File: src/hdl/pwr_ctl_pkg.sv
// Purpose: Shared constants for the reset and low-power controller.
// Assumes: 100 MHz aclk stands in for the oscillator input.
// Notes: Register offsets are byte addresses on the AXI4-Lite slave.
package pwr_ctl_pkg;
    localparam int OSC_PER_MC = 12;
    localparam int RST_HOLD_MC = 2;
    localparam logic [3:0] MC_CNT_W1 = 4'h0;
    localparam logic [11:0] OFF_PWR_CTRL = 12'h000;
    localparam logic [11:0] OFF_STATUS = 12'h004;
    localparam logic [11:0] OFF_WAKE = 12'h008;
    localparam int BIT_IDLE = 0;
    localparam int BIT_PDOWN = 1;
    localparam logic [7:0] PWR_CTRL_RST = 8'h00;
    localparam logic [1:0] RESP_OKAY = 2'b00;
    localparam logic [1:0] RESP_SLVERR = 2'b10;
    typedef enum logic [2:0] {
        ST_RUN = 3'b001,
        ST_IDLE = 3'b010,
        ST_PDOWN = 3'b100
    } pmode_t;
endpackage

File: src/hdl/reset_filter.sv
// Purpose: Counts reset-pin high time in machine cycles.
// Assumes: pin_sync is already synchronised; mc_tick is a one-cycle enable.
// Notes: Internal reset rises after the pin is seen high on hold_mc ticks.
`timescale 1ns/1ps
module reset_filter
    import pwr_ctl_pkg::*;
#(
    parameter int HOLD_MC = RST_HOLD_MC
)
(
    // Clock and reset
    input wire logic aclk,
    input wire logic aresetn,
    // Pin and timing
    input wire logic pin_sync,
    input wire logic mc_tick,
    // Result
    output logic rst_active
);
    logic [3:0] cnt;
    logic [3:0] next_cnt;
    logic next_rst_active;

    always_comb
    begin
        next_cnt = cnt;
        next_rst_active = rst_active;
        if (!pin_sync)
        begin
            next_cnt = '0;
            next_rst_active = 1'b0;
        end
        else if (mc_tick)
        begin
            if (cnt >= 4'(HOLD_MC - 1))
                next_rst_active = 1'b1;
            else
                next_cnt = cnt + 4'h1;
        end
    end

    always_ff @(posedge aclk)
    begin
        if (!aresetn)
        begin
            cnt <= '0;
            rst_active <= 1'b0;
        end
        else
        begin
            cnt <= next_cnt;
            rst_active <= next_rst_active;
        end
    end
endmodule // reset_filter

File: src/hdl/pwr_ctl.sv
// Purpose: Reset capture, clock entry and idle/power-down control.
// Assumes: aclk is the oscillator input; core handshakes are on aclk.
// Notes: Pins reset_pin and ext_code_sel_pin are asynchronous.
// How it works
// RULE1: Reset needs pin high two machine cycles.
// RULE2: Outside holds reset through oscillator start-up.
// RULE3: Code select latched only during reset.
// RULE4: Clock entry divided by two first.
// RULE5: Security option blocks internal code reads made from external code or in test mode.
// RULE6: Only table reads return program bytes.
// RULE7: Idle halts core, peripherals stay clocked.
// RULE8: Idle keeps core, RAM, registers intact.
// RULE9: Enabled interrupt leaves idle to handler.
// RULE10: Reset in idle restarts like power-on.
// RULE11: Power-down stops the oscillator.
// RULE12: Power-down keeps only RAM contents.
// RULE13: Only reset leaves power-down.
// RULE14: Mode request bits live in power control.
// RULE15: Idle drives both strobes high.
// RULE16: Power-down drives both strobes low.
// RULE17: Both requests set gives power-down; clear on exit.
// RULE18: Machine cycle is twelve oscillator periods.
`timescale 1ns/1ps
module pwr_ctl
    import pwr_ctl_pkg::*;
#(
    parameter bit SECURE = 1'b0
)
(
    // Clock and reset
    input wire logic aclk,
    input wire logic aresetn,
    // AXI4-Lite slave
    input wire logic [11:0] s_axi_awaddr,
    input wire logic s_axi_awvalid,
    output logic s_axi_awready,
    input wire logic [31:0] s_axi_wdata,
    input wire logic [3:0] s_axi_wstrb,
    input wire logic s_axi_wvalid,
    output logic s_axi_wready,
    output logic [1:0] s_axi_bresp,
    output logic s_axi_bvalid,
    input wire logic s_axi_bready,
    input wire logic [11:0] s_axi_araddr,
    input wire logic s_axi_arvalid,
    output logic s_axi_arready,
    output logic [31:0] s_axi_rdata,
    output logic [1:0] s_axi_rresp,
    output logic s_axi_rvalid,
    input wire logic s_axi_rready,
    // Pins
    input wire logic reset_pin,
    input wire logic ext_code_sel_pin,
    // Core side
    input wire logic irq_pending,
    input wire logic code_read_req,
    input wire logic code_read_is_table,
    input wire logic code_read_internal,
    input wire logic fetch_from_external,
    input wire logic test_mode_read,
    // Outputs
    output logic core_reset,
    output logic core_clk_en,
    output logic periph_clk_en,
    output logic osc_run,
    output logic ram_only_retain,
    output logic ext_code_select,
    output logic code_read_grant,
    output logic ale_force,
    output logic ale_force_val,
    output logic code_fetch_strobe_force,
    output logic code_fetch_strobe_val,
    output logic port0_float,
    output logic port2_addr
);
    // ==========================================================
    // Pin synchronisers and clock division
    logic rst_s1, rst_s2, eas1, eas2;
    logic div2, next_div2;
    logic [3:0] mc_cnt, next_mc_cnt;
    logic mc_tick;
    logic rst_active;

    always_ff @(posedge aclk)
    begin
        rst_s1 <= reset_pin;
        rst_s2 <= rst_s1;
        eas1 <= ext_code_sel_pin;
        eas2 <= eas1;
    end

    always_comb
    begin
        next_div2 = ~div2; // [RULE4]
        next_mc_cnt = mc_cnt;
        if (div2)
            next_mc_cnt = (mc_cnt == 4'(OSC_PER_MC / 2 - 1)) ? MC_CNT_W1 : mc_cnt + 4'h1; // [RULE18]
    end
    assign mc_tick = div2 && (mc_cnt == 4'(OSC_PER_MC / 2 - 1));

    always_ff @(posedge aclk)
    begin
        if (!aresetn)
        begin
            div2 <= 1'b0;
            mc_cnt <= MC_CNT_W1;
        end
        else
        begin
            div2 <= next_div2;
            mc_cnt <= next_mc_cnt;
        end
    end

    reset_filter #(.HOLD_MC(RST_HOLD_MC)) u_rf
    (
        .aclk(aclk),
        .aresetn(aresetn),
        .pin_sync(rst_s2),
        .mc_tick(mc_tick),
        .rst_active(rst_active) // [RULE1] [RULE2]
    );

    // ==========================================================
    // Power mode state
    pmode_t mode, next_mode;
    logic [7:0] pwr_ctrl, next_pwr_ctrl;
    logic ea_lat, next_ea_lat;
    logic wr_fire, rd_fire;
    logic [11:0] wa;
    logic [31:0] wd;
    logic woke_irq, next_woke_irq;

    always_comb
    begin
        next_mode = mode;
        next_pwr_ctrl = pwr_ctrl;
        next_ea_lat = ea_lat;
        next_woke_irq = woke_irq;
        if (rst_active)
        begin
            next_mode = ST_RUN; // [RULE10] [RULE13]
            next_pwr_ctrl = PWR_CTRL_RST;
            next_ea_lat = eas2; // [RULE3]
            next_woke_irq = 1'b0;
        end
        else
        begin
            if (wr_fire && wa == OFF_PWR_CTRL && s_axi_wstrb[0])
                next_pwr_ctrl = wd[7:0]; // [RULE14]
            if (wr_fire && wa == OFF_WAKE && s_axi_wstrb[0] && wd[0])
                next_woke_irq = 1'b0;
            case (mode)
                ST_RUN:
                begin
                    if (pwr_ctrl[BIT_PDOWN])
                        next_mode = ST_PDOWN; // [RULE17] [RULE11]
                    else if (pwr_ctrl[BIT_IDLE])
                        next_mode = ST_IDLE; // [RULE7]
                end
                ST_IDLE:
                begin
                    if (irq_pending)
                    begin
                        next_mode = ST_RUN; // [RULE9]
                        next_pwr_ctrl[BIT_IDLE] = 1'b0; // [RULE17]
                        next_woke_irq = 1'b1;
                    end
                end
                ST_PDOWN: next_mode = ST_PDOWN; // [RULE13]
                default: next_mode = ST_RUN;
            endcase
        end
    end

    always_ff @(posedge aclk)
    begin
        if (!aresetn)
        begin
            mode <= ST_RUN;
            pwr_ctrl <= PWR_CTRL_RST;
            ea_lat <= 1'b0;
            woke_irq <= 1'b0;
        end
        else
        begin
            mode <= next_mode;
            pwr_ctrl <= next_pwr_ctrl;
            ea_lat <= next_ea_lat;
            woke_irq <= next_woke_irq;
        end
    end

    // ==========================================================
    // Registered outputs
    always_ff @(posedge aclk)
    begin
        if (!aresetn)
        begin
            core_reset <= 1'b1;
            core_clk_en <= 1'b0;
            periph_clk_en <= 1'b0;
            osc_run <= 1'b1;
            ram_only_retain <= 1'b0;
            ext_code_select <= 1'b0;
            code_read_grant <= 1'b0;
            ale_force <= 1'b0;
            ale_force_val <= 1'b0;
            code_fetch_strobe_force <= 1'b0;
            code_fetch_strobe_val <= 1'b0;
            port0_float <= 1'b0;
            port2_addr <= 1'b0;
        end
        else
        begin
            core_reset <= rst_active; // [RULE10]
            core_clk_en <= div2 && next_mode == ST_RUN && !rst_active; // [RULE7] [RULE8]
            periph_clk_en <= div2 && next_mode != ST_PDOWN; // [RULE7]
            osc_run <= next_mode != ST_PDOWN; // [RULE11]
            ram_only_retain <= next_mode == ST_PDOWN; // [RULE12]
            ext_code_select <= next_ea_lat;
            code_read_grant <= code_read_req && code_read_is_table && !(SECURE && code_read_internal
                && (fetch_from_external || test_mode_read)); // [RULE5] [RULE6]
            ale_force <= next_mode != ST_RUN;
            ale_force_val <= next_mode == ST_IDLE; // [RULE15] [RULE16]
            code_fetch_strobe_force <= next_mode != ST_RUN;
            code_fetch_strobe_val <= next_mode == ST_IDLE; // [RULE15] [RULE16]
            port0_float <= next_mode != ST_RUN && next_ea_lat;
            port2_addr <= next_mode == ST_IDLE && next_ea_lat; // [RULE15]
        end
    end

    // ==========================================================
    // AXI4-Lite slave
    logic aw_h, w_h, next_aw_h, next_w_h, next_bvalid, next_rvalid;
    logic [11:0] awa, next_awa;
    logic [31:0] wdat, next_wdat, next_rdata;
    logic [1:0] next_bresp, next_rresp;
    assign wr_fire = aw_h && w_h && !s_axi_bvalid;
    assign wa = awa;
    assign wd = wdat;
    assign rd_fire = s_axi_arvalid && s_axi_arready;

    always_comb
    begin
        next_aw_h = aw_h;
        next_w_h = w_h;
        next_awa = awa;
        next_wdat = wdat;
        next_bvalid = s_axi_bvalid;
        next_bresp = s_axi_bresp;
        next_rvalid = s_axi_rvalid;
        next_rdata = s_axi_rdata;
        next_rresp = s_axi_rresp;
        if (s_axi_awvalid && s_axi_awready)
        begin
            next_aw_h = 1'b1;
            next_awa = s_axi_awaddr;
        end
        if (s_axi_wvalid && s_axi_wready)
        begin
            next_w_h = 1'b1;
            next_wdat = s_axi_wdata;
        end
        if (wr_fire)
        begin
            next_aw_h = 1'b0;
            next_w_h = 1'b0;
            next_bvalid = 1'b1;
            next_bresp = (awa == OFF_PWR_CTRL || awa == OFF_WAKE) ? RESP_OKAY : RESP_SLVERR;
        end
        else if (s_axi_bvalid && s_axi_bready)
            next_bvalid = 1'b0;
        if (rd_fire)
        begin
            next_rvalid = 1'b1;
            next_rresp = RESP_OKAY;
            case (s_axi_araddr)
                OFF_PWR_CTRL: next_rdata = {24'h0000_00, pwr_ctrl};
                OFF_STATUS: next_rdata = {28'h000_0000, ea_lat, mode};
                OFF_WAKE: next_rdata = {31'h0, woke_irq};
                default:
                begin
                    next_rdata = 32'h0000_0000;
                    next_rresp = RESP_SLVERR;
                end
            endcase
        end
        else if (s_axi_rvalid && s_axi_rready)
            next_rvalid = 1'b0;
    end

    always_ff @(posedge aclk)
    begin
        if (!aresetn)
        begin
            aw_h <= 1'b0;
            w_h <= 1'b0;
            awa <= '0;
            wdat <= '0;
            s_axi_bvalid <= 1'b0;
            s_axi_bresp <= RESP_OKAY;
            s_axi_rvalid <= 1'b0;
            s_axi_rdata <= '0;
            s_axi_rresp <= RESP_OKAY;
            s_axi_awready <= 1'b0;
            s_axi_wready <= 1'b0;
            s_axi_arready <= 1'b0;
        end
        else
        begin
            aw_h <= next_aw_h;
            w_h <= next_w_h;
            awa <= next_awa;
            wdat <= next_wdat;
            s_axi_bvalid <= next_bvalid;
            s_axi_bresp <= next_bresp;
            s_axi_rvalid <= next_rvalid;
            s_axi_rdata <= next_rdata;
            s_axi_rresp <= next_rresp;
            s_axi_awready <= !next_aw_h && !(s_axi_awvalid && s_axi_awready);
            s_axi_wready <= !next_w_h && !(s_axi_wvalid && s_axi_wready);
            s_axi_arready <= !next_rvalid && !rd_fire;
        end
    end

    // ==========================================================
    // Checks
    mode_pd_sticky_a: assert property (@(posedge aclk) disable iff (!aresetn)
        (mode == ST_PDOWN && !rst_active) |=> mode == ST_PDOWN) else $error("power-down left without reset"); // [RULE13]
    pd_strobes_low_a: assert property (@(posedge aclk) disable iff (!aresetn)
        (mode == ST_PDOWN && $past(mode) == ST_PDOWN) |-> (ale_force && !ale_force_val && !code_fetch_strobe_val))
        else $error("strobes not low in power-down"); // [RULE16]
    idle_strobes_high_a: assert property (@(posedge aclk) disable iff (!aresetn)
        (mode == ST_IDLE && $past(mode) == ST_IDLE) |-> (ale_force_val && code_fetch_strobe_val))
        else $error("strobes not high in idle"); // [RULE15]
    idle_irq_wake_a: assert property (@(posedge aclk) disable iff (!aresetn)
        (mode == ST_IDLE && irq_pending && !rst_active) |=> (mode == ST_RUN && !pwr_ctrl[BIT_IDLE]))
        else $error("idle not left on interrupt"); // [RULE9]
    both_req_pd_a: assert property (@(posedge aclk) disable iff (!aresetn)
        (mode == ST_RUN && pwr_ctrl[BIT_PDOWN] && !rst_active) |=> mode == ST_PDOWN)
        else $error("power-down not entered"); // [RULE17]
    osc_stop_a: assert property (@(posedge aclk) disable iff (!aresetn)
        mode == ST_PDOWN |=> !osc_run || rst_active) else $error("oscillator still running"); // [RULE11]
    ea_hold_a: assert property (@(posedge aclk) disable iff (!aresetn)
        (!rst_active && !$past(rst_active)) |-> $stable(ea_lat)) else $error("code select changed"); // [RULE3]
    table_only_a: assert property (@(posedge aclk) disable iff (!aresetn)
        code_read_grant |-> $past(code_read_req && code_read_is_table)) else $error("non-table code read"); // [RULE6]
    div_toggle_a: assert property (@(posedge aclk) disable iff (!aresetn)
        div2 |=> !div2) else $error("divider stuck"); // [RULE4]
    idle_core_stop_a: assert property (@(posedge aclk) disable iff (!aresetn)
        (mode == ST_IDLE && $past(mode) == ST_IDLE) |-> !core_clk_en) else $error("core clocked in idle"); // [RULE7]
endmodule // pwr_ctl

File: config.mk
export PLATFORM = sky130hd
export DESIGN_NAME = pwr_ctl
export DESIGN_NICKNAME = d
export VERILOG_FILES = /design/src/hdl/pwr_ctl_pkg.sv /design/src/hdl/reset_filter.sv /design/src/hdl/pwr_ctl.sv
export SDC_FILE = /design/constraint.sdc
export NUM_CORES = 1
export LEC_CHECK = 0
export ABC_CLOCK_PERIOD_IN_PS = 1500
export BUFFER_PORTS_ARGS = -buffer_cell sky130_fd_sc_hd__clkbuf_2
export CORE_AREA = 3 3 89 91
export CTS_CLUSTER_DIAMETER = 100
export DETAILED_ROUTE_END_ITERATION = 8
export DIE_AREA = 0 0 92 94
export HOLD_SLACK_MARGIN = 0.02
export PLACE_DENSITY = 0.74
export SYNTH_ARGS = -nofsm -noshare
export SYNTH_HDL_FRONTEND = slang
export SYNTH_HIERARCHICAL = 1
export SYNTH_SLANG_ARGS = --single-unit
File: constraint.sdc
create_clock -name aclk -period 1.5 [get_ports aclk]
set_clock_uncertainty 0.05 [all_clocks]
set_input_delay 0.375 -clock aclk [delete_from_list [all_inputs] [get_ports aclk]]
set_output_delay 0.375 -clock aclk [all_outputs]
set_load 0.01 [all_outputs]
==> impl_results.md <==
- Status: completed
- First drt pass iteration count: 4
- Yosys cell types: 49
- Post-CTS Setup Inserts: 0
- TritonCTS clock tree: done
- Slowest-stage cell, CP: nor4_1
- Ys async rst share: 0
- Switch share: 0.255
- CTS root buf: clkbuf_8
- Die height: 94 µm
- Hold/Removal Path Class: in -> reg
- MaxCap Viol Count: 0
- Cell Chain, Critical Path: nor4_1 -> and4_1 -> buf_12 -> mux2i_1
- Core area: 7210 µm²
- Die area: 8650 µm²
- LEAKAGE: 1.58 nW
- Via count: 2352
- H-Tree Depth: 3
- Post-CTS Hold Buffers: 0
- Area delta synth->final: 18.4%
- Wire per inst: 11.5 µm
- Layout cells sized above 1: 0.273
- First-pass GRT wire length: 9740 µm
- Ranking of synthesized cells by area: dfxtp_1 (48%), nand2_1 (7.4%), buf_4 (6.8%)
- Syn Inst Count: 331
- Synth Cell Area: 3080 µm²
- Nets: 484
- Worst vdd ir: 0.446 mV
- Clock power frac: 0.375
- Final Cycle Share: 0.959
- Switch Pwr: 0.965 mW
- GRT Util Overall: 0.142
- Arrival time at the worst endpoint: 1.66 ns
- Final core occ: 0.505
- Clk_lat worst skew: 0.34 ns
- Antenna diode count: 0
- Setup tns final: 0 ns
- Initial antenna violation count: 0
- Fillers: 713
- Logic pwr share: 0.078
- P per Cell Area: 1040 nW/µm²
- Finish-stage setup viols: 0
- Slowest Stage Delay on Critical Path: 0.36 ns
- Final Critical Period: 1.44 ns
- Yosys reg bits: 74
- Dpl cells: 494
- Final hold viol count: 0
- Top cell type's share of synthesized area: 0.481
- TritonCTS Sinks: 74
- Std cell rows: 31
- DRT iter0 DRCs: 63
- Placer Congestion: 0.820
- Die width: 92 µm
- DRC viols: 0
- Critical Path End Type: register
- Number of port buffers: 72
- Largest net degree at the start of global routing: 38
- Biggest area consumer among synthesized cells: dfxtp_1
- Initial Util: 0.427
- Syn Area/Cell: 9.30 µm²
- CTS Buffer Depth: 2
- Seq pwr share: 0.546
- Yosys warns: 6
- Ports: 129
- Most used DFF post-synth: dfxtp_1
- CP Max Fanout: 15
- Worst Path Required: 1.72 ns
- Non-Filler Instances: 510
- CTS Buf Count: 9
- Register clock-pin slew on the reported worst setup and hold paths: 0.08 ns
- GRT overflow: 0
- CP startpoint kind: register
- CP Class: reg -> reg
- P_int: 2.82 mW
- Slew Viols, Final: 0
- PostCTS Resize Cnt: 0
- Sequential-to-total area share from yosys stat: 0.481
- EDFF count, synth: 0
- Max frequency: 695 MHz
- Vias in the first global route: 2278
- Vias/cell: 4.61
- Post-route antenna net violation count: 0
- HPWL after detailed placement: 4460 µm
- Final WL: 5850 µm
[per-stage QoR]
step	power (mW)	area [µm²]	hold WS [ns]	setup WS (ns)
global placement	2.40	3450	0.267	-0.0540
CTS	3.82	3630	0.0657	0.0271
global route	3.98	3640	0.0613	-0.0138
finish	3.78	3640	0.0823	0.0610
floorplan	2.33	3180	0.260	0.102
detailed placement	2.41	3450	0.266	-0.0982
[state kept, by name, indices dropped and copies added (netlist names), 3 cells and up]
name	flops
mc_cnt	4
u_rf/cnt	4
awa	12
s_axi_rdata	8
pwr_ctrl	8
mode	3
wd	8
[power by group through the flow]
stage          clock network [mW]  logic, mW  registers [mW]
3_3_place_gp                    0      0.290            2.11
3_5_place_dp                    0      0.296            2.11
4_1_cts                      1.46      0.298            2.06
2_1_floorplan                   0      0.222            2.11
6_report                     1.42      0.296            2.07
5_1_grt                      1.57      0.333            2.08
[area by class of cell]
cell class / count / area (µm²) / share of cell area
clock inverters: 6 / 48.8 / 0.0134
clock buffers: 10 / 138 / 0.0378
repair buffers: 80 / 445 / 0.122
multi-input cells: 230 / 1370 / 0.375
inverters: 11 / 41.3 / 0.0113
flip-flops and latches: 74 / 1480 / 0.406
well taps: 99 / 124 / 0.0340
[metal layers]
layer	routed length, µm	vias to the layer above	GRT usage	share of wire
li1	-	1217	-	-
met1	2530	1057	0.161	0.43
met2	2810	70	0.241	0.48
met3	422	8	0.0537	0.072
met4	79	0	0.0582	0.014
met5	0	-	0	0
[critical path, delay by kind of cell, from the launching register on]
kind,cells,cell delay (ns)
DFF,1,0.32
muxes,1,0.18
buffers and inverters,1,0.16
and+or+nand+nor,2,0.67
[cells in the final DEF, fill, tap and decap left out, drive strengths merged, types with 2 or more instances in the layout]
cell / Yosys / final
nor2: 8 / 8
nand3: 9 / 9
clkinvlp: 0 / 3
o21ai: 19 / 19
and3: 7 / 7
nor3: 2 / 2
and2: 10 / 10
o311ai: 2 / 2
a21oi: 7 / 7
nor4b: 3 / 3
inv: 11 / 13
nand3b: 2 / 2
nand4: 3 / 3
clkbuf: 9 / 82
a21boi: 21 / 21
a41o: 2 / 2
o21a: 2 / 2
nand2: 61 / 61
ha: 3 / 3
a22o: 5 / 5
nor2b: 8 / 8
buf: 32 / 8
nand2b: 6 / 6
nor3b: 2 / 2
mux2i: 6 / 6
conb: 1 / 26
nor4: 4 / 4
dfxtp: 74 / 74
[synthesized netlist by cell type (2+ instances only)]
library cell / count
nor2_1: 8
o311ai_0: 2
mux2i_1: 6
nand4_1: 3
and2_1: 10
clkbuf_1: 8
nand2b_1: 6
nor2b_1: 8
nor4_1: 4
o21a_1: 2
nor3_1: 2
inv_1: 11
nand3_1: 6
a22o_1: 5
buf_6: 2
nand2_1: 61
buf_4: 28
and3_1: 7
dfxtp_1: 74
a21boi_0: 21
o21ai_0: 16
nand3_2: 3
ha_1: 3
o21ai_2: 3
a21oi_1: 7
nand3b_1: 2
[final timing paths]
| kind | from | end | slack, ns | cells after the start |
|---|---|---|---|---|
| setup / recovery | awa[1]$_SDFFE_PN0P_ | pwr_ctrl[0]$_SDFF_PP0_ | 0.06 | 4 |
| hold / removal | reset_pin | rst_s1$_DFF_P_ | 0.08 | 1 |
| setup reg to reg | awa[1]$_SDFFE_PN0P_ | pwr_ctrl[0]$_SDFF_PP0_ | 0.06 | 4 |
| hold reg to reg | rst_s1$_DFF_P_ | rst_s2$_DFF_P_ | 0.29 | 0 |
[kinds of logic (layout without fill, tap and decap cells)]
family,count (synthesis),after routing,share of synthesized area
multiplexers,6,6,0.0195
AND/OR/NAND/NOR,130,130,0.227
flip-flops,74,74,0.481
buffers and inverters,52,107,0.111
XOR/XNOR,2,2,0.00569
other,1,26,0.00122
adder cells (fa/ha/maj),3,3,0.0122
AO/OA/AOI/OAI,63,63,0.141
Power figures use the tool's default switching activity.
